### src/rtl/synth_port_consts.svh
// constants for the serial control port: register bit positions, frame lengths,
// reset values, host timing and host register map; included by the device, host and bench files
`ifndef SYNTH_PORT_CONSTS_SVH
`define SYNTH_PORT_CONSTS_SVH

// control byte bit positions
`define C_SAMPLE     7
`define C_READ_A     6
`define C_READ_F     5
`define C_CHAN       4
`define C_OUT_A      3
`define C_OUT_B      2
`define C_OUT_C      1
// reference configuration bit positions
`define R_POL        23
`define R_BAND       22
`define R_ACCEPT     21
`define R_OUT_D      20
`define R_STANDBY    19
`define R_COUNT_GO   18
`define R_DIV_MSB    13
// reset values
`define C_RESET      8'h00
`define N_RESET      16'h0000
`define R_RESET      24'h000000
// frame lengths in serial clocks
`define LEN_C        6'h08
`define LEN_N        6'h10
`define LEN_R        6'h18
`define LEN_MAX      6'h21
// acceptor: stable reference edges per half period of an accepted signal
`define ACCEPT_EDGES 3'h4
// host serial clock half period
`define SCLK_HALF_NS 800
`define CORE_CLK_NS  100
`define SCLK_HALF_CYC ((`SCLK_HALF_NS + `CORE_CLK_NS - 1) / `CORE_CLK_NS)
// host register map (byte addresses)
`define ADDR_CTRL    4'h0
`define ADDR_TXD     4'h4
`define ADDR_RXD     4'h8
`define ADDR_STAT    4'hc
`define CTRL_GO      8
`define AXI_OKAY     2'h0
`define AXI_SLVERR   2'h2

`endif

### src/rtl/synth_port_pkg.sv
// types shared by both ends of the serial control port
// assumes the constants header sits beside it
package synth_port_pkg;

	// device framing states
	typedef enum logic [2:0] {
		DESYNC = 3'h1,
		IDLE   = 3'h2,
		ACTIVE = 3'h4
	} dev_state_t;

	// host sequencer states
	typedef enum logic [4:0] {
		H_IDLE = 5'h01,
		H_LEAD = 5'h02,
		H_LOW  = 5'h04,
		H_HIGH = 5'h08,
		H_TAIL = 5'h10
	} host_state_t;

endpackage

### src/rtl/synth_serial_if.sv
// four-wire serial link between the host controller and the synthesizer port
// assumes a pull-down on the data output wire while the device releases it
`timescale 1ns/1ps
interface synth_serial_if;
	logic sclk;
	logic sdi;
	logic sel_n;
	logic sdo;
	logic sdo_oe;
	logic sdo_line;

	// resolved level of the three-state data output
	assign sdo_line = sdo_oe ? sdo : 1'h0;

	modport device (input sclk, input sdi, input sel_n, output sdo, output sdo_oe);
	modport host   (input sdo_line, output sclk, output sdi, output sel_n);
endinterface

### src/rtl/synth_port_device.sv
// device end of the serial control port: framing, write registers, read-back,
// general-purpose pins, converter channel select, reference and IF steering
// assumes all pins are sampled on CORE_CLK, which runs well above the serial clock
`timescale 1ns/1ps
`include "synth_port_consts.svh"

// What this block does
// - host moves select only with clock low
// - resync when select high, clock low
// - read-back out on falling clock, MSB first
// - status read in 8, 9 or 16 clocks
// - count read spans 24 clocks
// - read select bits set before reading
// - comparator input level in status
// - CMOS input in status and count
// - three outputs follow control byte bits
// - fourth output follows reference configuration bit
// - all four outputs low after power-up
// - control bit selects converter channel
// - reference divider decrements per rising oscillator edge
// - standby pulls oscillator, low IF low
// - upper band releases buffered reference output
// - low band feeds counter from low IF
// - acceptor passes IF below oscillator over eight
// - 8/16/24 clocks load register on deselect
// - data in MSB first, sampled rising
// - select high blocks shifting, releases output
module synth_port_device
	import synth_port_pkg::*;
(
	input  logic                  CORE_CLK,
	input  logic                  SYS_RST,
	synth_serial_if.device        PORT,
	input  logic                  COMPARATOR_IN,
	input  logic                  CMOS_IN,
	input  logic [5:0]            ADC_RESULT,
	input  logic                  ADC_DONE,
	input  logic [21:0]           COUNT_VALUE,
	input  logic                  COUNT_DONE,
	input  logic                  REF_OSC_IN,
	input  logic                  LOW_IF_IN,
	input  logic                  HIGH_IF_IN,
	output logic                  OUT_A_O,
	output logic                  OUT_A_OE,
	output logic                  OUT_B,
	output logic                  OUT_C,
	output logic                  OUT_D,
	output logic                  ADC_START,
	output logic                  ADC_CHAN_SEL,
	output logic                  COUNT_START,
	output logic                  COUNT_INPUT,
	output logic                  REF_OSC_PULLDOWN,
	output logic                  LOW_IF_PULLDOWN,
	output logic                  BUFFERED_REFERENCE_OUTPUT_O,
	output logic                  BUFFERED_REFERENCE_OUTPUT_OE,
	output logic                  REF_TICK,
	output logic                  DETECT_POLARITY,
	output logic                  BAND_SELECT,
	output logic [15:0]           N_DIVIDE
);

	typedef struct packed {
		dev_state_t  st;
		logic [2:0]  sclk_sy;     // [0] first stage, [1] second, [2] previous
		logic [2:0]  sel_sy;
		logic [1:0]  sdi_sy;
		logic [1:0]  cmp_sy;
		logic [1:0]  cmos_sy;
		logic [2:0]  osc_sy;
		logic [1:0]  lif_sy;
		logic [1:0]  hif_sy;
		logic [5:0]  bits;
		logic [23:0] shin;
		logic [24:0] shout;
		logic [7:0]  c_reg;
		logic [15:0] n_reg;
		logic [23:0] r_reg;
		logic [13:0] rdiv;
		logic        ref_tick;
		logic [2:0]  acc;
		logic        lif_ok;
		logic        count_in;
		logic        ref_oe;
		logic        sdo;
		logic        sdo_oe;
	} dev_regs_t;

	dev_regs_t cur;
	dev_regs_t nxt;

	logic sclk_s;
	logic sel_s;
	logic sel_edge;
	logic sel_fall;
	logic sel_rise;
	logic sclk_rise;
	logic sclk_fall;
	logic osc_rise;
	logic standby;
	logic band;

	// edges taken from second stage only
	assign sclk_s    = cur.sclk_sy[1];
	assign sel_s     = cur.sel_sy[1];
	assign sel_edge  = cur.sel_sy[1] ^ cur.sel_sy[2];
	assign sel_fall  = sel_edge & ~sel_s;
	assign sel_rise  = sel_edge & sel_s;
	assign sclk_rise = cur.sclk_sy[1] & ~cur.sclk_sy[2];
	assign sclk_fall = ~cur.sclk_sy[1] & cur.sclk_sy[2];
	assign osc_rise  = cur.osc_sy[1] & ~cur.osc_sy[2];
	assign standby   = cur.r_reg[`R_STANDBY];
	assign band      = cur.r_reg[`R_BAND];

	// next-state logic of the whole port
	always_comb begin
		nxt = cur;
		nxt.sclk_sy = {cur.sclk_sy[1:0], PORT.sclk};
		nxt.sel_sy  = {cur.sel_sy[1:0], PORT.sel_n};
		nxt.sdi_sy  = {cur.sdi_sy[0], PORT.sdi};
		nxt.cmp_sy  = {cur.cmp_sy[0], COMPARATOR_IN};
		nxt.cmos_sy = {cur.cmos_sy[0], CMOS_IN};
		nxt.lif_sy  = {cur.lif_sy[0], LOW_IF_IN & ~standby};
		nxt.hif_sy  = {cur.hif_sy[0], HIGH_IF_IN};
		nxt.osc_sy  = {cur.osc_sy[1:0], REF_OSC_IN & ~standby};

		case (cur.st)
			DESYNC: begin
				// resync on select high, clock low
				if (sel_s && !sclk_s) begin
					nxt.st = IDLE;
				end
			end
			IDLE: begin
				nxt.bits = 6'h00;
				// select edge with clock high loses sync
				if (sel_edge && sclk_s) begin
					nxt.st = DESYNC;
				end else if (sel_fall) begin
					nxt.st = ACTIVE;
					// read select bits pick the source
					if (cur.c_reg[`C_READ_F]) begin
						nxt.shout = {COUNT_DONE, cur.cmos_sy[1], COUNT_VALUE, 1'h0};
					end else if (cur.c_reg[`C_READ_A]) begin
						// status word, ninth bit, then zeros
						nxt.shout = {ADC_DONE, ADC_RESULT, cur.cmp_sy[1], cur.cmos_sy[1],
							16'h0000};
					end else begin
						nxt.shout = 25'h0000000;
					end
				end
			end
			ACTIVE: begin
				if (sel_edge && sclk_s) begin
					nxt.st = DESYNC;
				end else if (sel_rise) begin
					nxt.st = IDLE;
					case (cur.bits)
						`LEN_C:  nxt.c_reg = cur.shin[7:0];
						`LEN_N:  nxt.n_reg = cur.shin[15:0];
						`LEN_R:  nxt.r_reg = cur.shin;
						default: nxt.c_reg = cur.c_reg;
					endcase
				end else begin
					if (sclk_rise) begin
						nxt.shin = {cur.shin[22:0], cur.sdi_sy[1]};
						if (cur.bits != `LEN_MAX) begin
							nxt.bits = cur.bits + 6'h01;
						end
					end
					if (sclk_fall) begin
						nxt.shout = {cur.shout[23:0], 1'h0};
					end
				end
			end
			default: nxt.st = DESYNC;
		endcase

		nxt.sdo_oe = (nxt.st == ACTIVE);
		nxt.sdo    = (nxt.st == ACTIVE) ? nxt.shout[24] : 1'h0;

		nxt.ref_tick = 1'h0;
		if (osc_rise) begin
			if (cur.rdiv <= 14'h0001) begin
				nxt.rdiv     = cur.r_reg[`R_DIV_MSB:0];
				nxt.ref_tick = 1'h1;
			end else begin
				nxt.rdiv = cur.rdiv - 14'h0001;
			end
		end

		// integrator needs stable level for set edges
		if (osc_rise) begin
			if (cur.lif_sy[1] == cur.lif_ok) begin
				nxt.acc = 3'h0;
			end else if (cur.acc == `ACCEPT_EDGES - 3'h1) begin
				nxt.acc    = 3'h0;
				nxt.lif_ok = cur.lif_sy[1];
			end else begin
				nxt.acc = cur.acc + 3'h1;
			end
		end

		if (band) begin
			nxt.count_in = cur.hif_sy[1];
		end else if (cur.r_reg[`R_ACCEPT]) begin
			nxt.count_in = cur.lif_ok;
		end else begin
			nxt.count_in = cur.lif_sy[1];
		end

		nxt.ref_oe = ~band & cur.osc_sy[1];
	end

	// state register
	always_ff @(posedge CORE_CLK) begin
		if (SYS_RST) begin
			cur       <= '0;
			cur.st    <= DESYNC;
			cur.c_reg <= `C_RESET;
			cur.n_reg <= `N_RESET;
			cur.r_reg <= `R_RESET;
		end else begin
			cur <= nxt;
		end
	end

	assign PORT.sdo    = cur.sdo;
	assign PORT.sdo_oe = cur.sdo_oe;

	// reset clears bits, pins drive low
	assign OUT_A_O  = 1'h0;
	assign OUT_A_OE = ~cur.c_reg[`C_OUT_A];   // pull low unless bit set
	assign OUT_B    = cur.c_reg[`C_OUT_B];
	assign OUT_C    = cur.c_reg[`C_OUT_C];
	assign OUT_D    = cur.r_reg[`R_OUT_D];

	assign ADC_CHAN_SEL = cur.c_reg[`C_CHAN];
	assign ADC_START    = cur.c_reg[`C_SAMPLE];
	assign COUNT_START  = cur.r_reg[`R_COUNT_GO];
	assign COUNT_INPUT  = cur.count_in;

	assign REF_OSC_PULLDOWN = standby;
	assign LOW_IF_PULLDOWN  = standby;

	// open-drain high-side driver of the buffered reference
	assign BUFFERED_REFERENCE_OUTPUT_O  = 1'h1;
	assign BUFFERED_REFERENCE_OUTPUT_OE = cur.ref_oe;

	assign REF_TICK        = cur.ref_tick;
	assign DETECT_POLARITY = cur.r_reg[`R_POL];
	assign BAND_SELECT     = band;
	assign N_DIVIDE        = cur.n_reg;

endmodule

### src/flat_wrapper.sv
// flat-port wrapper written by rule: the top's interface ports become plain ports
module synth_port_device_flat import synth_port_pkg::*;
  (CORE_CLK, SYS_RST, COMPARATOR_IN, CMOS_IN, ADC_RESULT, ADC_DONE, COUNT_VALUE, COUNT_DONE, REF_OSC_IN, LOW_IF_IN, HIGH_IF_IN, OUT_A_O, OUT_A_OE, OUT_B, OUT_C, OUT_D, ADC_START, ADC_CHAN_SEL, COUNT_START, COUNT_INPUT, REF_OSC_PULLDOWN, LOW_IF_PULLDOWN, BUFFERED_REFERENCE_OUTPUT_O, BUFFERED_REFERENCE_OUTPUT_OE, REF_TICK, DETECT_POLARITY, BAND_SELECT, N_DIVIDE, PORT_sclk, PORT_sdi, PORT_sel_n, PORT_sdo, PORT_sdo_oe);
  synth_serial_if PORT_i ();
  input  logic CORE_CLK;
  input  logic SYS_RST;
  input  logic COMPARATOR_IN;
  input  logic CMOS_IN;
  input  logic [5:0] ADC_RESULT;
  input  logic ADC_DONE;
  input  logic [21:0] COUNT_VALUE;
  input  logic COUNT_DONE;
  input  logic REF_OSC_IN;
  input  logic LOW_IF_IN;
  input  logic HIGH_IF_IN;
  output logic OUT_A_O;
  output logic OUT_A_OE;
  output logic OUT_B;
  output logic OUT_C;
  output logic OUT_D;
  output logic ADC_START;
  output logic ADC_CHAN_SEL;
  output logic COUNT_START;
  output logic COUNT_INPUT;
  output logic REF_OSC_PULLDOWN;
  output logic LOW_IF_PULLDOWN;
  output logic BUFFERED_REFERENCE_OUTPUT_O;
  output logic BUFFERED_REFERENCE_OUTPUT_OE;
  output logic REF_TICK;
  output logic DETECT_POLARITY;
  output logic BAND_SELECT;
  output logic [15:0] N_DIVIDE;
  input wire logic [$bits(PORT_i.sclk)-1:0] PORT_sclk;
  input wire logic [$bits(PORT_i.sdi)-1:0] PORT_sdi;
  input wire logic [$bits(PORT_i.sel_n)-1:0] PORT_sel_n;
  output wire logic [$bits(PORT_i.sdo)-1:0] PORT_sdo;
  output wire logic [$bits(PORT_i.sdo_oe)-1:0] PORT_sdo_oe;
  assign PORT_i.sclk = PORT_sclk;
  assign PORT_i.sdi = PORT_sdi;
  assign PORT_i.sel_n = PORT_sel_n;
  assign PORT_sdo = PORT_i.sdo;
  assign PORT_sdo_oe = PORT_i.sdo_oe;
  synth_port_device u_core (.CORE_CLK(CORE_CLK), .SYS_RST(SYS_RST), .PORT(PORT_i), .COMPARATOR_IN(COMPARATOR_IN), .CMOS_IN(CMOS_IN), .ADC_RESULT(ADC_RESULT), .ADC_DONE(ADC_DONE), .COUNT_VALUE(COUNT_VALUE), .COUNT_DONE(COUNT_DONE), .REF_OSC_IN(REF_OSC_IN), .LOW_IF_IN(LOW_IF_IN), .HIGH_IF_IN(HIGH_IF_IN), .OUT_A_O(OUT_A_O), .OUT_A_OE(OUT_A_OE), .OUT_B(OUT_B), .OUT_C(OUT_C), .OUT_D(OUT_D), .ADC_START(ADC_START), .ADC_CHAN_SEL(ADC_CHAN_SEL), .COUNT_START(COUNT_START), .COUNT_INPUT(COUNT_INPUT), .REF_OSC_PULLDOWN(REF_OSC_PULLDOWN), .LOW_IF_PULLDOWN(LOW_IF_PULLDOWN), .BUFFERED_REFERENCE_OUTPUT_O(BUFFERED_REFERENCE_OUTPUT_O), .BUFFERED_REFERENCE_OUTPUT_OE(BUFFERED_REFERENCE_OUTPUT_OE), .REF_TICK(REF_TICK), .DETECT_POLARITY(DETECT_POLARITY), .BAND_SELECT(BAND_SELECT), .N_DIVIDE(N_DIVIDE));
endmodule
### config.mk
export PLATFORM = sky130hd
export DESIGN_NAME = synth_port_device_flat
export DESIGN_NICKNAME = d
export VERILOG_FILES = /design/src/rtl/synth_port_pkg.sv /design/src/rtl/synth_serial_if.sv /design/src/rtl/synth_port_device.sv /design/src/flat_wrapper.sv
export VERILOG_INCLUDE_DIRS = /design/src /design/src/rtl
export SDC_FILE = /design/constraint.sdc
export NUM_CORES = 1
export LEC_CHECK = 0
export BUFFER_PORTS_ARGS = -buffer_cell sky130_fd_sc_hd__buf_4
export CELL_PAD_IN_SITES_DETAIL_PLACEMENT = 1
export CELL_PAD_IN_SITES_GLOBAL_PLACEMENT = 1
export CORE_ASPECT_RATIO = 0.5
export CORE_UTILIZATION = 40
export DETAILED_ROUTE_END_ITERATION = 8
export PLACE_DENSITY = 0.81
export REMOVE_ABC_BUFFERS = 1
export SKIP_CTS_REPAIR_TIMING = 1
export SLEW_MARGIN = 0
export SYNTH_ARGS = -nofsm -noshare
export SYNTH_HDL_FRONTEND = slang
export SYNTH_SLANG_ARGS = --single-unit
### constraint.sdc
create_clock -name CORE_CLK -period 6.2 [get_ports CORE_CLK]
set_input_delay 0.62 -clock CORE_CLK [delete_from_list [all_inputs] [get_ports CORE_CLK]]
set_output_delay 0.62 -clock CORE_CLK [all_outputs]
set_load 0.01 [all_outputs]
==> run metrics, run 1 <==
status completed; sum of negative setup slack 0 ns; area of the core roughly 15000 um^2; actual slew at the worst max-slew pin 1.01 ns; RR Endpoint u_core.cur[75]; Layout Cells excl Fill 905; CTS buffer count 17; fraction of the mapped netlist area in compound gates 0.141; CP max stage delay ~0.79 ns; Setup Viol. Count Final 0; initial core utilization 0.411; RSZ-0062 raised after global routing no; die height between 80 and 90 um; Util after Layout 0.489; most common library cell in the layout ignoring fill and taps dfxtp_1; final critical-path required period between 2 and 3 ns; vias in the first global route about 5000; n_diodes 0; Hold Fails Final Rpt 0; clk_lat worst skew between 0.4 and 0.5 ns; CP startpoint kind flop; Die ar. 15400 um^2; worst-case reg-to-reg path depth 5; Netlist cell types 57; worst setup path end u_core.cur[75]; routed vias between 4000 and 5000; sequential element share of the synthesized area 0.477; number of DRC markers in iteration 0 ~240; Root Driver clkbuf_16; Final Cycle Share 0.434; Remaining DRCs 0; critical path class reg -> reg; most frequent cells in the layout dfxtp_1 (142), buf_4 (77), nand2_1 (63); dpl cells 873; Reg power frac 0.423; Final nets ~740; Seq cells post-synth 142; via/cell ratio 5.46; mux share of post-synthesis cell area 0.0789; layout cell share with drive strength beyond 1 0.167; post-DP HPWL between 9000 and 10000 um; first-pass GRT wire length 24800 um; CP required about 6.5 ns; Synth Instances 663; GRT Residual Overflow 0; Sw Ratio 0.236; io pins 74; Post-Syn Area 5970 um^2; worst reg2reg setup slack about 3.5 ns; Internal Power about 1.7 mW; CTS tree yes; Pre-Repair DR Iteration Count 4; CP endpoint kind flop; Worst Hold Class in -> reg; Routed WL 15100 um; placer congestion estimate 0.863; Clock Tree Buf Depth 2; Rel. slew slack 0.325; average wire per standard cell around 17 um; initial antenna violation count 0; MaxCap Viol Count 0; number of synthesized flops with an enable pin 0; Rows 31; Bufs and invs on worst path 0; Ys Warns 0; static leakage slightly below 3 nW; fin. max-slew vios 0; Area Growth Syn to Fin 18.9%; largest net degree at the start of global routing between 70 and 80; Max Clock Freq 0.372 GHz; CP max stage cell nand3b_1; Synth Area per Inst about 9 um^2; fillers approximately 1700; top cell family by delay on the critical path simple AND/OR/NAND/NOR gates; CP startpoint u_core.cur[140]; clock skew 0.0132 ns; Worst R2R Start u_core.cur[140]; Clock Pin Slew Worst Setup and Hold Paths about 0.060 ns; power per cell area about 310 nW/um^2; Comb power frac 0.077; clk sinks between 100 and 150; Max VDD drop roughly 220 uV; CTS HTree Levels 4; Synth Area in Simple Gates 0.212; CP cell instances ha_1 -> or4b_4 -> nand3b_1 -> a32oi_1 -> a21oi_1; GRT Total Usage 0.202; Die Wd ~170 um; Synth Area in XOR/XNOR 0.00734; asr flop ratio synth 0; main combinational cell family by area after synthesis simple AND/OR/NAND/NOR gates; Crit. path cell count 5; Synth Area in Adders 0.0168; Synth Flop Type dfxtp_1; clock network power share 0.501; remaining antenna violation count after routing 0; switching power total 524 uW; Worst Path Arrival ~3.0 ns; Max FO, Critical Path 24; number of port buffers just over 70
-- cells in the mapped netlist (all sizes together), types with 2 or more instances --
cell | instances | share of area
xnor2 | 5 | 0.0073
nor3 | 11 | 0.0092
nand2b | 3 | 0.0031
or4b | 4 | 0.0073
and2 | 2 | 0.0021
o221a | 2 | 0.0038
o41ai | 3 | 0.0044
o211ai | 6 | 0.0075
and3 | 4 | 0.0042
nand3b | 4 | 0.0050
mux2i | 47 | 0.079
a211oi | 2 | 0.0025
ha | 8 | 0.017
or3 | 3 | 0.0031
a221oi | 3 | 0.0044
o21ai | 6 | 0.0050
nand2 | 63 | 0.040
inv | 14 | 0.0088
clkbuf | 34 | 0.021
a22oi | 23 | 0.029
a31oi | 2 | 0.0021
or2 | 5 | 0.0057
a21oi | 58 | 0.049
nand4 | 10 | 0.010
nor4 | 7 | 0.0073
o2111ai | 2 | 0.0029
buf | 31 | 0.036
nand3 | 36 | 0.030
dfxtp | 142 | 0.48
nor2 | 62 | 0.039
conb | 2 | 0.0013
nor2b | 21 | 0.022
o311ai | 3 | 0.0044
or4 | 5 | 0.0063
nor3b | 7 | 0.0096
a2bb2oi | 9 | 0.013
-- per-stage QoR --
step                cell area, um^2  power (mW)  worst slack, ns  hold WS (ns)
floorplan                      5620        1.05             3.82         0.411
global placement               6450        1.12             3.67         0.417
detailed placement             6450        1.12             3.57         0.429
CTS                            7090        2.24             3.54         0.402
global route                   7090        2.30             3.38         0.409
finish                         7090        2.22             3.51         0.417
-- power by group through the flow --
stage               clock (mW)  combinational, mW  sequential [mW]
floorplan                    0             0.0944            0.955
global placement             0              0.162            0.959
detailed placement           0              0.166            0.959
CTS                       1.14              0.169            0.940
finish                    1.11              0.171            0.940
global route              1.17              0.184            0.942
-- logic make-up (layout without fill, tap and decap cells) --
family	Yosys count	in the layout
other cells	2	2
xor+xnor	5	5
compound gates	128	128
buf+inv	79	123
flops	142	142
simple gates	252	252
mux	47	47
fa+ha+maj	8	8
-- routing by layer --
| layer | vias up | global-route usage | wire (um) | part of all wire |
|---|---|---|---|---|
| li1 | 2388 | - | - | - |
| met1 | 2410 | 0.244 | 7070 | 0.47 |
| met2 | 108 | 0.351 | 7220 | 0.48 |
| met3 | 31 | 0.0460 | 507 | 0.033 |
| met4 | 0 | 0.0870 | 332 | 0.022 |
| met5 | - | 0 | 0 | 0 |
-- how the worst min path moves through the flow --
stage	from	to	slack, ns	cells after the start
floorplan	u_core.cur[138]	u_core.cur[96]	0.41	2
global placement	u_core.cur[126]	u_core.cur[127]	0.42	1
detailed placement	u_core.cur[137]	u_core.cur[138]	0.43	1
CTS	COMPARATOR_IN	u_core.cur[135]	0.40	2
global route	PORT_sdi	u_core.cur[137]	0.41	2
finish	PORT_sdi	u_core.cur[137]	0.42	2
-- flip-flops by register name (all words and copies together), names as in the netlist --
| register | cells |
|---|---|
| u_core.OUT_C | 1 |
| u_core.PORT.sdo | 1 |
| u_core.COUNT_INPUT | 1 |
| u_core.REF_TICK | 1 |
| u_core.OUT_D | 1 |
| u_core.OUT_B | 1 |
| u_core.BAND_SELECT | 1 |
| u_core.cur | 112 |
| u_core.BUFFERED_REFERENCE_OUTPUT_OE | 1 |
| u_core.ADC_CHAN_SEL | 1 |
| u_core.PORT.sdo_oe | 1 |
| u_core.LOW_IF_PULLDOWN | 1 |
| u_core.COUNT_START | 1 |
| u_core.N_DIVIDE | 16 |
| u_core.DETECT_POLARITY | 1 |
| u_core.ADC_START | 1 |
-- cell type report --
class | instances | area (um^2) | share of cell area
inverter | 14 | 52.6 | 0.00741
multi-input combinational | 442 | 2730 | 0.385
clock inverter | 13 | 210 | 0.0296
timing repair buffer | 77 | 578 | 0.0815
clock buffer | 19 | 433 | 0.0611
tap | 198 | 248 | 0.0349
sequential | 142 | 2840 | 0.401
(Power assumes the default switching activity.)
==> run 2: changes to the inputs <==
Settings changed: ABC_AREA from default to 1, CORE_UTILIZATION 40 to 38, PLACE_DENSITY 0.81 to 0.84.
Clock period 6.2 ns to 2.2 ns, I/O delays scaled along.
==> run metrics, run 2 <==
status completed; most used cell, CP inv_1; Post-Syn Area 6070 um^2 (+1.8%); GRT Total Usage 0.208 (+0.00606); Seq cells post-synth 142 (unchanged); Rows 32 (+3.2%); CP startpoint u_core.cur[140]; critical path class reg -> reg; die height 91.4 um (+3.5%); CP startpoint kind flop; Hold Fails Final Rpt 0 (unchanged); fillers 1921 (+15%); CP max stage delay 0.37 ns (-0.42 ns); GRT Residual Overflow 0 (unchanged); largest net degree at the start of global routing 77 (unchanged); final critical-path required period 2.04 ns (-0.650 ns); post-DP HPWL 10500 um (+11%); n_diodes 0 (unchanged); Worst Path Arrival 2.34 ns (-0.61 ns); hold path cells 3 (+1); average wire per standard cell 14.8 um (-11%); Post-synth top cells dfxtp_1 (142), nor2_1 (140), nand2_1 (130); initial antenna violation count 0 (unchanged); layout cell share with drive strength beyond 1 0.156 (-0.0111); CP endpoint kind flop; CTS tree yes; max reg flops 112 (unchanged); MaxCap Viol Count 0 (unchanged); post-placement setup slack 0.143 ns (-3.43 ns); fin. max-slew vios 0 (unchanged); area of the core 15500 um^2 (+6.8%); clock skew 0.0102 ns (-0.00301 ns); Clock Pin Slew Worst Setup and Hold Paths 0.06 ns (about the same); number of DRC markers in iteration 0 267 (+14%); top-area cell type share of the netlist area 0.468 (-0.00854); most common cell in the netlist dfxtp_1; Max Clock Freq 0.491 GHz (+32%); Synth Flop Type dfxtp_1; dpl cells 1064 (+22%); WHS 0.00542 ns (-0.411 ns); CP cell instances inv_1 -> ha_1 -> inv_1 -> nand2_2 -> inv_1 -> nor2_4 -> buf_4 -> nand2_2 -> inv_6 -> nor2_1 -> nor2_1; power per cell area 868 nW/um^2 (+180%); most common library cell in the layout ignoring fill and taps dfxtp_1; via/cell ratio 5.03 (-7.9%); Worst R2R Start u_core.cur[140]; clk sinks 142 (unchanged); Layout Cells excl Fill 1096 (+21%); largest reg by FF count u_core.cur; Remaining DRCs 0 (unchanged); routed vias 5509 (+12%); placer congestion estimate 0.818 (-5.2%); Final Cycle Share 0.926 (+0.493); io pins 74 (unchanged); static leakage 3.18 nW (+9.6%); met3 Resource Use GR 0.0369 (-0.00906); Ys Warns 0 (unchanged); sequential element share of the synthesized area 0.468 (-0.00854); Max VDD drop 526 uV (+140%); met1 Usage GRT 0.252 (+0.00820); Hold Path Origin CMOS_IN; Die ar. 16500 um^2 (+7.1%); ranking of synthesized cells by area dfxtp_1 (47%), nor2_1 (8.7%), nand2_1 (8.0%); most frequent cells in the layout dfxtp_1 (142), nor2_1 (140), nand2_1 (130); Area Growth Syn to Fin 19.5%; worst-case reg-to-reg path depth 11 (+6); clk_lat worst skew 0.42 ns (about the same); number of port buffers 71 (unchanged); Worst Hold Class in -> reg; CP required 2.50 ns (-3.96 ns); remaining antenna violation count after routing 0 (unchanged); vias in the first global route 5726 (+15%); CTS HTree Levels 4 (unchanged); Netlist cell types 33 (-42%); dominant cell type by area after synthesis dfxtp_1; Synth Instances 831 (+25%); asr flop ratio synth 0 (unchanged); Clock Tree Buf Depth 2 (unchanged); number of synthesized flops with an enable pin 0 (unchanged); Root Driver clkbuf_16; sum of negative setup slack 0 ns (unchanged); first-pass GRT wire length 27500 um (+11%); initial core utilization 0.392 (-0.0192); RSZ-0062 raised after global routing no; Final nets 927 (+25%); Most Used Layer, Global Route met2; met2 Usage GRT 0.369 (+0.0180); Synth Area per Inst 7.31 um^2 (-19%); CP max stage cell dfxtp_1; Routed WL 16200 um (+7.2%); Setup WS post-layout 0.162 ns (-3.35 ns); Setup Viol. Count Final 0 (unchanged); Max FO, Critical Path 17 (-29%); Die Wd 181 um (+3.5%); CTS buffer count 17 (unchanged); Pre-Repair DR Iteration Count 4 (unchanged)
==> run 2: changes by cell type in the layout (fill, tap and decap cells not counted), moves of 14 or more <==
cell,before,now
nand3_1,36,54
a22oi_1,23,9
nand2_1,63,130
mux2i_1,47,0
nor2b_1,21,0
inv_1,14,89
nor2_1,62,140
o21ai_0,6,82
==> run 2: where the power goes <==
group          leakage [nW]  internal, mW  switching (mW)
combinational          1.74         0.283           0.490
sequential             1.15          2.61          0.0312
clock                 0.287          1.74            1.15
total                  3.18          4.63            1.67
==> run 2: path summary, 6_finish.rpt <==
kind,end,slack (ns)
hold / removal,u_core.cur[133],0.005
setup / recovery,u_core.N_DIVIDE[4],0.16
setup reg to reg,u_core.N_DIVIDE[4],0.16
hold reg to reg,u_core.cur[129],0.40
==> run 2: final cells by class <==
cell class | count | area, um^2 | area share
clock buffers | 20 | 457 | 0.0629
well taps | 204 | 255 | 0.0352
inverters | 94 | 358 | 0.0493
repair buffers | 86 | 658 | 0.0907
clock inverters | 12 | 134 | 0.0184
flip-flops and latches | 142 | 2840 | 0.392
multi-input cells | 538 | 2550 | 0.352
==> run 2: cell families (layout without fill, tap and decap cells) <==
logic type	Yosys count	after routing	synth area share
XOR/XNOR	1	1	0.00144
other	2	2	0.00124
AO/OA/AOI/OAI	171	171	0.150
AND/OR/NAND/NOR	356	356	0.250
buffers and inverters	151	212	0.112
flip-flops	142	142	0.468
adder cells (fa/ha/maj)	8	8	0.0165
==> run 2: per-stage QoR <==
stage	power [mW]	area (um^2)	utilization
2_1_floorplan	3.20	5750	-
3_3_place_gp	3.45	6660	0.430
3_5_place_dp	3.47	6660	0.430
4_1_cts	6.35	7250	0.468
5_1_grt	6.57	7260	0.469
6_report	6.30	7260	0.469
==> run 2: metal layers <==
layer,up-vias,wire length (um)
li1,2743,-
met1,2676,7550
met2,68,8110
met3,22,322
met4,0,246
met5,-,0
==> run 2: critical path, delay by kind of cell (launching register included) <==
kind / cells / cell delay [ns]
fa+ha+maj: 1 / 0.31
buf+inv: 5 / 0.58
flops: 1 / 0.37
simple gates: 5 / 0.66
==> run 3: changes to the inputs <==
Settings changed: ABC_AREA 1 to default, CORE_UTILIZATION 38 to 40.
==> run metrics, run 3 (synthesis results as in run 1) <==
CTS tree yes; CP startpoint kind flop; Die Wd 175 um (-3.4%); Final Cycle Share 0.964 (+0.0372); Remaining DRCs 0 (unchanged); Max FO, Critical Path 7 (-10); worst-case reg-to-reg path depth 6 (-5); Area after DPL 6620 um^2 (-0.62%); GRT Total Usage 0.205 (-0.00228); fin. max-slew vios 0 (unchanged); most frequent cells in the layout dfxtp_1 (140), buf_4 (90), nand2_1 (63); placer congestion estimate 0.878 (+7.3%); first-pass GRT wire length 25300 um (-8.0%); dpl cells 889 (-16%); FF+latch area 2850 um^2 (about the same); critical path class reg -> reg; most common library cell in the layout ignoring fill and taps dfxtp_1; met2 Usage GRT 0.376 (+0.00649); fin area 7230 um^2 (-0.41%); met3 Resource Use GR 0.0412 (+0.00433); largest net degree at the start of global routing 45 (-42%); WHS 0.0149 ns (+0.00950 ns); Max Clock Freq 0.472 GHz (-3.9%); clk_lat worst skew 0.42 ns (about the same); Setup WS post-layout 0.0801 ns (-0.0818 ns); final critical-path required period 2.12 ns (+0.0818 ns); io pins 74 (unchanged); area of the multi-input gates 2740 um^2 (+7.2%); Clock Pin Slew Worst Setup and Hold Paths 0.06 ns (about the same); Routed WL 15500 um (-4.5%); Area Growth Syn to Fin 21.2%; Most Used Layer, Global Route met2; average wire per standard cell 16.8 um (+14%); vias in the first global route 5164 (-9.8%); CTS buffer count 17 (unchanged); CP endpoint kind flop; CP required 2.55 ns (+0.05 ns); Util after Layout 0.498 (+0.0299); die height 88.4 um (-3.3%); fillers 1677 (-13%); n_diodes 0 (unchanged); CTS HTree Levels 4 (unchanged); clk sinks 142 (unchanged); Worst Hold Class in -> reg; via/cell ratio 5.41 (+7.6%); power per cell area 830 nW/um^2 (-4.4%); Layout Cells excl Fill 922 (-16%); number of DRC markers in iteration 0 195 (-27%); Final nets 760 (-18%); initial core utilization 0.411 (+0.0192); hold path cells 2 (-1); largest reg by FF count u_core.cur; Clock Tree Buf Depth 2 (unchanged); post-placement setup slack -0.0817 ns (-0.225 ns); Max VDD drop 676 uV (+28%); Rows 31 (-3.1%); MaxCap Viol Count 0 (unchanged); remaining antenna violation count after routing 0 (unchanged); routed vias 4986 (-9.5%); area of the core 14500 um^2 (-6.4%); clock skew 0.0121 ns (+0.00197 ns); layout cell share with drive strength beyond 1 0.198 (+0.0417); Hold Fails Final Rpt 0 (unchanged); actual slew at the worst max-slew pin between 0.7 and 0.8 ns; Die ar. 15400 um^2 (-6.6%); status completed; Root Driver clkbuf_16; static leakage 2.97 nW (-6.6%); Worst Path Arrival 2.47 ns (+0.13 ns); post-DP HPWL 10100 um (-4.6%); max reg flops 112 (unchanged); Pre-Repair DR Iteration Count 5 (+1); Rel. slew slack 0.492; Setup Viol. Count Final 0 (unchanged); GRT Residual Overflow 0 (unchanged); met1 Usage GRT 0.242 (-0.0104); initial antenna violation count 0 (unchanged); number of port buffers 71 (unchanged)
-- run 3: cell count changes in the layout (fill, tap and decap cells not counted), moves of 13 or more --
cell | before | now
nand2_1 | 130 | 63
o21ai_0 | 82 | 6
a22oi_1 | 9 | 23
a31oi_1 | 15 | 2
inv_1 | 89 | 14
nor2_1 | 140 | 62
nand3_1 | 54 | 35
nor2b_1 | 0 | 21
mux2i_1 | 0 | 47
-- run 3: power by group --
group	internal, mW	switching [mW]	total, mW
Sequential	2.61	0.0394	2.65
Clock	1.70	1.11	2.81
Combinational	0.205	0.334	0.539
Total	4.51	1.49	6.00
-- run 3: path summary, 6_finish.rpt --
| check | start | to | slack [ns] |
|---|---|---|---|
| hold reg to reg | u_core.cur[130] | u_core.cur[131] | 0.44 |
| setup / recovery | u_core.cur[141] | u_core.cur[122] | 0.08 |
| setup reg to reg | u_core.cur[141] | u_core.cur[122] | 0.08 |
| hold / removal | PORT_sdi | u_core.cur[137] | 0.01 |
-- run 3: final cells by class --
cell class              count  share of cell area
flip-flops and latches    142               0.394
repair buffers             95               0.106
well taps                 198              0.0343
inverters                  14             0.00727
multi-input cells         442               0.379
clock inverters            13              0.0194
clock buffers              18              0.0607
-- run 3: layer usage --
metal  routed length (um)  vias to the layer above  share of wire
met5                    0                        -              0
met1                 7010                     2447           0.45
met4                  189                        0          0.012
li1                     -                     2429              -
met3                  452                       20          0.029
met2                 7860                       90           0.51
-- run 3: critical path: stages, from the launching register on --
cell,delay (ns)
dfxtp_2,0.33
inv_1,0.04
ha_2,0.19
or4b_4,0.58
or2_4,0.29
or4_1,0.48
a21oi_1,0.15
-- run 3: stage by stage --
step                TNS [ns]  power [mW]
CTS                   -0.569        6.06
floorplan              -4.67        2.96
finish                     0        6.00
global route         -0.0273        6.22
detailed placement    -0.169        3.23
global placement           0        3.21
